### src/design/msd_pkg.sv
// Shared constants and types for the message start sequence detector
package msd_pkg;
	localparam int NUM_SEQ = 5;
	localparam int NUM_POS = 5;
	localparam int CHAR_W  = 8;

	localparam logic [7:0] ADR_CTRL     = 8'h00;
	localparam logic [7:0] ADR_STATUS   = 8'h04;
	localparam logic [7:0] ADR_END      = 8'h08;
	localparam logic [7:0] ADR_SEQ_BASE = 8'h10;
	localparam logic [7:0] SEQ_STRIDE   = 8'h08;
	localparam logic [7:0] SEQ_HI_OFS   = 8'h04;

	localparam int CTRL_RUN_BIT  = 8;
	localparam int ST_EVAL_BIT   = 0;
	localparam int ST_SEEN_BIT   = 1;
	localparam int ST_ID_LSB     = 4;
	localparam int ST_CNT_LSB    = 8;
	localparam int END_CMD_BIT   = 0;
	localparam int HI_CHECK_LSB  = 8;

	localparam logic [2:0] CNT_FULL = 3'h5;

	typedef logic [CHAR_W-1:0] char_t;

	typedef struct packed {
		logic        cyc;
		logic        stb;
		logic        we;
		logic [7:0]  adr;
		logic [3:0]  sel;
		logic [31:0] dat;
	} wb_req_t;

	typedef struct packed {
		logic        ack;
		logic [31:0] dat;
	} wb_rsp_t;

	typedef struct packed {
		logic  valid;
		char_t data;
	} rx_char_t;

	typedef struct packed {
		char_t [NUM_POS-1:0] value;
		logic  [NUM_POS-1:0] check;
	} seq_cfg_t;

	typedef enum logic [0:0] {
		ST_HUNT = 1'b0,
		ST_EVAL = 1'b1
	} mode_t;

	typedef struct packed {
		mode_t                    mode;
		logic                     run;
		logic [NUM_SEQ-1:0]       seq_en;
		seq_cfg_t [NUM_SEQ-1:0]   cfg;
		char_t [NUM_POS-2:0]      hist;
		logic [2:0]               cnt;
		logic                     seen;
		logic [2:0]               match_id;
		logic                     start;
		logic                     ack;
		logic [31:0]              rdat;
	} state_t;
endpackage

### src/design/start_seq_compare.sv
// One start sequence compared against the newest received characters
`timescale 1ns/1ps
`default_nettype none
module start_seq_compare
(
	input  wire logic [msd_pkg::NUM_POS-1:0][msd_pkg::CHAR_W-1:0] i_win,
	input  wire logic [2:0]                                       i_cnt,
	input  wire msd_pkg::seq_cfg_t                                i_cfg,
	input  wire logic                                             i_en,
	output logic                                                  o_hit
);
	// Span ends at the last checked position; trailing ignores are not part
	function automatic logic [2:0] seq_len(input logic [4:0] chk);
		logic [2:0] len;
		len = 3'h0;
		for (int i = 0; i < msd_pkg::NUM_POS; i++)
			if (chk[i])
				len = 3'(i + 1);
		return len;
	endfunction

	logic [2:0] len;

	always_comb
	begin
		len = seq_len(i_cfg.check);
		// Leading wildcards still need a real character present
		o_hit = i_en && (len != 3'h0) && (i_cnt >= len);
		for (int p = 0; p < msd_pkg::NUM_POS; p++)
			if ((p < int'(len)) && i_cfg.check[p]
				&& (i_win[int'(len) - 1 - p] != i_cfg.value[p]))
				o_hit = 1'b0;
	end
endmodule // start_seq_compare
`default_nettype wire

### src/design/msg_start_detector.sv
// Message start sequence detector with Wishbone register access
`timescale 1ns/1ps
`default_nettype none
module msg_start_detector
(
	input  wire logic              i_ref_clk,
	input  wire logic              i_sys_rst,
	input  wire msd_pkg::wb_req_t  i_wb,
	output msd_pkg::wb_rsp_t       o_wb,
	input  wire msd_pkg::rx_char_t i_rx,
	input  wire logic              i_msg_end,
	output logic                   o_start,
	output logic [2:0]             o_match_id,
	output logic                   o_end_eval
);
	localparam int NS = msd_pkg::NUM_SEQ;
	localparam int NP = msd_pkg::NUM_POS;

	msd_pkg::state_t s_r;
	msd_pkg::state_t s_nxt;

	logic [NP-1:0][msd_pkg::CHAR_W-1:0] win;
	logic [2:0]                          cnt_new;
	logic [NS-1:0]                       hit;
	logic                                acc;
	logic                                wr;

	function automatic logic [31:0] merge(input logic [31:0] old_v,
		input logic [31:0] new_v, input logic [3:0] sel);
		logic [31:0] r;
		r = old_v;
		for (int b = 0; b < 4; b++)
			if (sel[b])
				r[b*8 +: 8] = new_v[b*8 +: 8];
		return r;
	endfunction

	function automatic logic seq_adr(input logic [7:0] adr, input int n,
		input logic hi);
		logic [7:0] base;
		base = 8'(msd_pkg::ADR_SEQ_BASE + 8'(n) * msd_pkg::SEQ_STRIDE);
		return adr == (hi ? 8'(base + msd_pkg::SEQ_HI_OFS) : base);
	endfunction

	// Newest character at index 0, older ones behind it
	assign win     = {s_r.hist, i_rx.data};
	assign cnt_new = (s_r.cnt < msd_pkg::CNT_FULL) ? 3'(s_r.cnt + 3'h1)
		: s_r.cnt;
	assign acc     = i_wb.cyc && i_wb.stb && !s_r.ack;
	// Writes land on the edge at which the master sees ack
	assign wr      = i_wb.cyc && i_wb.stb && i_wb.we && s_r.ack;

	generate
		for (genvar g = 0; g < NS; g++)
		begin : g_seq
			start_seq_compare u_cmp
			(
				.i_win (win),
				.i_cnt (cnt_new),
				.i_cfg (s_r.cfg[g]),
				.i_en  (s_r.seq_en[g]),
				.o_hit (hit[g])
			);
		end
	endgenerate

	always_comb
	begin
		logic [31:0] tmp;
		tmp = 32'h0;
		s_nxt = s_r;
		s_nxt.start = 1'b0;
		s_nxt.ack = acc;
		s_nxt.rdat = 32'h0;

		// Register writes
		if (wr)
		begin
			if (i_wb.adr == msd_pkg::ADR_CTRL)
			begin
				tmp = merge({23'h0, s_r.run, 3'h0, s_r.seq_en}, i_wb.dat,
					i_wb.sel);
				s_nxt.seq_en = tmp[NS-1:0];
				s_nxt.run = tmp[msd_pkg::CTRL_RUN_BIT];
			end
			else if (i_wb.adr == msd_pkg::ADR_STATUS)
			begin
				if (i_wb.sel[0] && i_wb.dat[msd_pkg::ST_SEEN_BIT])
					s_nxt.seen = 1'b0;
			end
			for (int n = 0; n < NS; n++)
			begin
				if (seq_adr(i_wb.adr, n, 1'b0))
					s_nxt.cfg[n].value[3:0] = merge(s_r.cfg[n].value[3:0],
						i_wb.dat, i_wb.sel);
				if (seq_adr(i_wb.adr, n, 1'b1))
				begin
					tmp = merge({19'h0, s_r.cfg[n].check, s_r.cfg[n].value[4]},
						i_wb.dat, i_wb.sel);
					s_nxt.cfg[n].value[4] = tmp[7:0];
					s_nxt.cfg[n].check = tmp[msd_pkg::HI_CHECK_LSB +: NP];
				end
			end
		end

		// Register reads, unmapped reads return zero
		if (acc && !i_wb.we)
		begin
			if (i_wb.adr == msd_pkg::ADR_CTRL)
				s_nxt.rdat = {23'h0, s_r.run, 3'h0, s_r.seq_en};
			else if (i_wb.adr == msd_pkg::ADR_STATUS)
				s_nxt.rdat = {21'h0, s_r.cnt, 1'b0, s_r.match_id, 2'h0,
					s_r.seen, s_r.mode == msd_pkg::ST_EVAL};
			for (int n = 0; n < NS; n++)
			begin
				if (seq_adr(i_wb.adr, n, 1'b0))
					s_nxt.rdat = s_r.cfg[n].value[3:0];
				if (seq_adr(i_wb.adr, n, 1'b1))
					s_nxt.rdat = {19'h0, s_r.cfg[n].check, s_r.cfg[n].value[4]};
			end
		end

		case (s_r.mode)
			msd_pkg::ST_HUNT:
			begin
				if (s_r.run && i_rx.valid)
				begin
					s_nxt.hist = win[NP-2:0];
					s_nxt.cnt = cnt_new;
					if (|hit)
					begin
						s_nxt.mode = msd_pkg::ST_EVAL;
						s_nxt.start = 1'b1;
						s_nxt.seen = 1'b1;
						// Lowest index wins when several match together
						for (int n = NS - 1; n >= 0; n--)
							if (hit[n])
								s_nxt.match_id = 3'(n);
					end
				end
			end
			msd_pkg::ST_EVAL:
			begin
				// End logic or software hands back to hunting, fresh history
				if (i_msg_end || !s_r.run || (wr && i_wb.adr == msd_pkg::ADR_END
					&& i_wb.sel[0] && i_wb.dat[msd_pkg::END_CMD_BIT]))
				begin
					s_nxt.mode = msd_pkg::ST_HUNT;
					s_nxt.cnt = 3'h0;
				end
			end
			default:
				s_nxt.mode = msd_pkg::ST_HUNT;
		endcase
	end

	always_ff @(posedge i_ref_clk)
	begin
		if (i_sys_rst)
			s_r <= '0;
		else
			s_r <= s_nxt;
	end

	assign o_wb.ack   = s_r.ack;
	assign o_wb.dat   = s_r.rdat;
	assign o_start    = s_r.start;
	assign o_match_id = s_r.match_id;
	assign o_end_eval = s_r.mode == msd_pkg::ST_EVAL;
endmodule // msg_start_detector
`default_nettype wire

### config.mk
export PLATFORM = sky130hd
export DESIGN_NAME = msg_start_detector
export DESIGN_NICKNAME = d
export VERILOG_FILES = /design/src/design/msd_pkg.sv /design/src/design/start_seq_compare.sv /design/src/design/msg_start_detector.sv
export SDC_FILE = /design/constraint.sdc
export NUM_CORES = 1
export LEC_CHECK = 0
export ABC_CLOCK_PERIOD_IN_PS = 4300
export BUFFER_PORTS_ARGS = -buffer_cell sky130_fd_sc_hd__buf_2
export CORE_MARGIN = 2
export CORE_UTILIZATION = 43
export DETAILED_ROUTE_END_ITERATION = 6
export PLACE_DENSITY_LB_ADDON = 0.2
export SLEW_MARGIN = 30
export SYNTH_ARGS = -nofsm -noshare
export SYNTH_HDL_FRONTEND = slang
export SYNTH_SLANG_ARGS = --single-unit
### constraint.sdc
create_clock -name i_ref_clk -period 4.3 [get_ports i_ref_clk]
set_clock_uncertainty 0.05 [all_clocks]
set_input_delay 0.215 -clock i_ref_clk [delete_from_list [all_inputs] [get_ports i_ref_clk]]
set_output_delay 0.215 -clock i_ref_clk [all_outputs]
set_load 0.01 [all_outputs]
Yosys cells after proc, flatten, opt, wreduce, memory -nomap -nowiden
Cells that the tools add are included.
- register bits: 305
- input bits: 59
- word-level logic and storage cells: 445
- add/sub/neg operators: 26
- order comparisons: 56
- eq/ne operators: 39
- mux-type cells: 156
- bitwise gates (word level): 3
- reductions and logical operators: 121
- operator list (kind ; number):
    $lt A32 B5 Y1 const B ; 25
    $bmux W8 S3 ; 25
    $mux W8 ; 51
    $sub A32 B3 Y32 const B ; 10
    $mux W32 ; 9
    $ne A8 B8 Y1 ; 25
    $sub A32 B2 Y32 const B ; 5
    $sub A32 B4 Y32 const B ; 5
    $reduce_and A3 Y1 ; 32
    $logic_and A1 B1 Y1 ; 70
    $mux W3 ; 17
    $eq A8 B6 Y1 const B ; 6
    $mux W1 ; 37
    $eq A8 B5 Y1 const B ; 4
    $lt A1 B3 Y1 const A ; 10
    $lt A2 B3 Y1 const A ; 10
    $mux W11 ; 2
    $mux W2 ; 10
    $sub A3 B1 Y4 const B ; 5
    $ge A3 B3 Y1 ; 5
    $lt A3 B3 Y1 const A ; 5
    $reduce_bool A3 Y1 ; 5
    $mux W13 ; 1
    $mux W5 ; 2
    18 further kinds ; 25

Depth between registers and ports, before layout
- word-level depth: 24
- mapped depth: 22
- gate-level depth less buffers: 17

By module
Synthesis repeated with hierarchy kept, for this count alone.
- cell total of the unflattened synthesis: 3385
- area total of the unflattened synthesis: 25553.3 um^2
- modules (own cells, without submodules) (module ; times used ; cells an instance ; area an instance (um^2) ; sequential area each (um^2)):
    msg_start_detector ; 1 ; 1636 ; 12914.9 ; 6105.9
    start_seq_compare at g_seq[0].u_cmp ... ; 2 ; 370 ; 2740.1 ; 0.0
    start_seq_compare at g_seq[4].u_cmp ; 1 ; 391 ; 2641.3 ; 0.0
    start_seq_compare at g_seq[3].u_cmp ; 1 ; 330 ; 2342.2 ; 0.0
    start_seq_compare at g_seq[2].u_cmp ; 1 ; 288 ; 2174.6 ; 0.0

Least setup slack after synthesis
Ideal clock, no wire load.
- path type: flip-flop to flip-flop
- start: register s_r[166] (netlist bit)
- end: register s_r, in the netlist o_match_id[0]
- library setup time: 0.117 ns
- arrival time: 4.441 ns
- slack: -0.308 ns
- cell stages (with the launch flop): 19
- cells stage by stage: dfxtp_1 buf_6 nor2b_1 buf_6 a21oi_4 buf_2 buf_2 ha_1 inv_1 clkbuf_1 mux4_2 mux2i_1 or4_1 nor4_1 a2bb2oi_1 nand4_1 a21oi_2 a211oi_2 a32o_1
- cells in the longest elaborated chain, start to end: 16
- elaborated cells on any way between the ends: 57
- RTL lines (what ; RTL line ; text):
    from (decl) ; msg_start_detector.sv:19 ; msd_pkg::state_t s_r;
    from (signal assigned) ; msg_start_detector.sv:162 ; s_r <= s_nxt;
    $mux W3 (2 in a row) ; start_seq_compare.sv:17 ; if (chk[i])
    $sub A3 B1 Y4 ; start_seq_compare.sv:31 ; && (i_win[int'(len) - 1 - p] != i_cfg.value[p]))
    $sub A32 B2 Y32 or $bmux W8 S3 (tied branches) ; start_seq_compare.sv:31 ;
    $bmux W8 S3 or $mux W8 (tied branches) ; start_seq_compare.sv:31 ;
    $mux W8 (not written as such) ; start_seq_compare.sv:31 ;
    $mux W8 (not written as such) or $ne A8 B8 Y1 (tied branches) ; start_seq_compare.sv:31 ;
    $ne A8 B8 Y1 or $logic_and A1 B1 Y1 (tied branches) ; start_seq_compare.sv:31 ;
    $logic_and A1 B1 Y1 or $mux W1 (tied branches) ; start_seq_compare.sv:31, start_seq_compare.sv:30 ;
    $mux W1 (3 in a row) ; start_seq_compare.sv:30 ; if ((p < int'(len)) && i_cfg.check[p]
    $mux W1 * ; start_seq_compare.sv:30 ;
    $mux W3 (3 in a row) ; msg_start_detector.sv:137 ; if (hit[n])
Every way passes the cells marked *; elsewhere a longest branch is shown, timed or not. The select of a mux whose other input is x is not followed.
A chain may end at the register's enable or synchronous reset.

Final worst setup path
Same ends and word-level chain as after synthesis.

==> impl_metrics.json <==
{
  "status": "finished, final reports clean",
  "worst_pin_slew_ns": 1.48,
  "ios": 97,
  "grt_usage_pct": 42.7,
  "end_kind": "flip-flop",
  "p_per_area_mw_per_mm2": 209,
  "clock_sinks": 305,
  "die_w_um": 244,
  "place.gp.congestion": 1.05,
  "die_area_sq_mm": 0.0595,
  "antenna_found_initial": 5,
  "drt_iter0_markers": 4401,
  "setup_violations": 0,
  "hold_violations": 0,
  "std_cell_rows": 87,
  "timing.final.crit_share_pct": 98.5,
  "drtAntennaViolNets": 0,
  "rr_startpoint": "s_r[166]",
  "htreeDepth": 2,
  "yosys_warnings": 0,
  "syn-cell-area_sq_mm": 0.0247,
  "viasPerCell": 6.98,
  "clk-insertion-delay-late_ns": 0.56,
  "drv_cap": 0,
  "ys.flop_type": "dfxtp_1",
  "ys_ff_latch": 305,
  "remaining_drc_errors": 0,
  "ys_types": 89,
  "min_to": "s_r[172]",
  "yosysSeqAreaShare_pct": 24.7,
  "area_growth_pct": 16.8,
  "ir_drop_mv": 0.279,
  "grt_pass1_vias": 26600,
  "start_util_pct": 43.7,
  "portBuffers": 96,
  "drive_above_1_share_pct": 19.1,
  "cp-start-kind": "flip-flop",
  "first_pass_iters": 6,
  "finalMaxSlewViolations": 0,
  "required_ns": 4.70,
  "root_buffer": "clkbuf_16",
  "rsz0062_at_grt": "true",
  "synth_edf_count": 0,
  "clkTransAtPathRegs_ns": 0.06,
  "yosys.area.top_type": "dfxtp_1",
  "p_leak_nw": 9.55,
  "critical_path_class": "reg -> reg",
  "avgRoutedWirePerCell_um": 31.6,
  "slew_headroom_pct": 1.04,
  "avgSynthCellArea_sq_um": 7.38,
  "r2r_end": "o_match_id[0]",
  "crit_fanout": 9,
  "async_flop_share_pct": 0,
  "tritoncts": "built",
  "reg2reg_depth": 17,
  "min_from": "i_wb[4]",
  "arrival_ns": 4.64,
  "yosys-top-cells-count": "nand2_1, a21oi_1, dfxtp_1",
  "grt_max_degree": 111,
  "synth_nets": 3442,
  "synth_top_area_share_pct": 24.7,
  "fmax_mhz": 236,
  "dp_hpwl_um": 96200,
  "yosysMostFrequentCell": "nand2_1",
  "die_height_um": 244,
  "hold_depth": 3,
  "syn_inst": 3351,
  "cts_made_buffers": 36,
  "synth_area_leaders": "dfxtp_1, nand2_1, a21oi_1",
  "cts.path.max_buffers": 3,
  "postLayoutCoreUtil_pct": 51.1,
  "rrSetupSlack_ns": 0.06,
  "fp.coreArea_sq_mm": 0.0566,
  "grt_pass1_wl_um": 187000,
  "hp-class": "in -> reg",
  "final_nets": 3527,
  "vias": 29400,
  "min_period_ns": 4.24,
  "grt_overflow": 0,
  "hold_ws_ns": 0.0205,
  "wl_um": 133000
}
## placed cells by master, fill, tap and decap left out, types with 17 or more instances in the layout
cell / n
nand2b_1: 54
a211oi_1: 43
mux2_2: 17
xor2_1: 41
ha_1: 24
xnor2_1: 51
nand2_1: 572
a22oi_1: 96
mux4_2: 70
dlygate4sd3_1: 23
nand3_1: 210
a21oi_1: 389
o211ai_1: 17
dfxtp_1: 300
nor4_1: 25
o21a_1: 19
buf_4: 285
o31ai_1: 35
or3_1: 18
mux2i_1: 125
nor3_1: 41
nor2_1: 117
o22ai_1: 78
buf_2: 95
nor2b_1: 17
inv_1: 43
a31oi_1: 61
o21ai_0: 105
nand4_1: 38
clkbuf_16: 36
## cell families (layout without fill, tap and decap cells)
| logic type | count (synthesis) | count (layout) | share of synthesized area, % |
|---|---|---|---|
| AOI/OAI and AO/OA | 1078 | 1078 | 28.2 |
| xor gates and xnor gates | 92 | 92 | 3.26 |
| adders and majority gates | 32 | 32 | 1.62 |
| buffers and inverters | 423 | 529 | 7.37 |
| DFF | 305 | 305 | 24.7 |
| muxes | 214 | 214 | 12.3 |
| other | 0 | 1 | 0 |
| and+or+nand+nor | 1207 | 1207 | 22.6 |
## where the power goes
part	leakage [nW]	switching (W)	internal, W
logic	6.56	0.000207	0.0000813
registers	2.46	0.000000532	0.00283
clock network	0.526	0.00128	0.00164
## through the flow
stage / TNS, ns / setup WS (ns) / instance area, sq um / instances / power (W)
detailed placement: -0.911 / -0.199 / 26900 / 4122 / 0.00315
finish: 0 / 0.0628 / 28900 / 4214 / 0.00603
global route: -0.275 / -0.0754 / 28900 / 4213 / 0.00615
global placement: -1.13 / -0.247 / 26900 / 4122 / 0.00315
CTS: 0 / 0.00278 / 28300 / 4205 / 0.00604
floorplan: 0 / 0.00574 / 24800 / 3351 / 0.00302
## metal layers
layer	vias up	track usage [%]	routed length, um
met3	518	11.6	17400
li1	12600	-	-
met2	2368	61.1	54000
met4	6	26.8	10200
met5	-	0	220
met1	13900	56.6	51400
## area by class of cell
| type | instances | area, sq um |
|---|---|---|
| multi-input cells | 2623 | 17500 |
| clock buffers | 47 | 962 |
| diodes | 1 | 2.50 |
| repair buffers | 416 | 3070 |
| fillers | 5545 | 27700 |
| inverters | 54 | 209 |
| flip-flops and latches | 305 | 6110 |
| well taps | 756 | 946 |
| clock inverters | 12 | 106 |
## repair_timing
item | CTS | global route
hold buffers | 23 | 0
resized for setup | 15 | 105
endpoints found under the hold margin | 98 | 0
endpoints found under the setup margin | 6 | 6
buffers inserted | 1 | 8
pin swaps | 0 | 25
## state kept, by name, indices dropped and copies added, names as in the netlist
name,count
o_start,1
s_r,267
o_match_id,3
o_wb,33
o_end_eval,1
## worst max path at each step
stage | startpoint | slack (ns) | endpoint
6_report | s_r[166] | 0.06 | o_match_id[0]
5_1_grt | s_r[166] | -0.08 | o_match_id[1]
4_1_cts | s_r[77] | 0.003 | o_match_id[0]
3_5_place_dp | s_r[166] | -0.20 | o_match_id[1]
3_3_place_gp | s_r[166] | -0.25 | o_match_id[1]
2_1_floorplan | s_r[120] | 0.006 | o_match_id[0]
## critical path: stages, from the launching register on
cell and delay [ns]:
dfxtp_1 0.32, buf_4 0.19, nor2_4 0.12, o21ai_4 0.10, ha_4 0.30, or3b_4 0.47
buf_4 0.18, nor3_2 0.18, a21boi_0 0.19, o41ai_2 0.37, nand4b_1 0.16, nor4_2 0.32
buf_4 0.17, a2bb2oi_1 0.15, nand4_1 0.26, nor2b_1 0.24, o21a_1 0.17, a32o_1 0.19
No activity file was read; power rests on OpenSTA's default activity.
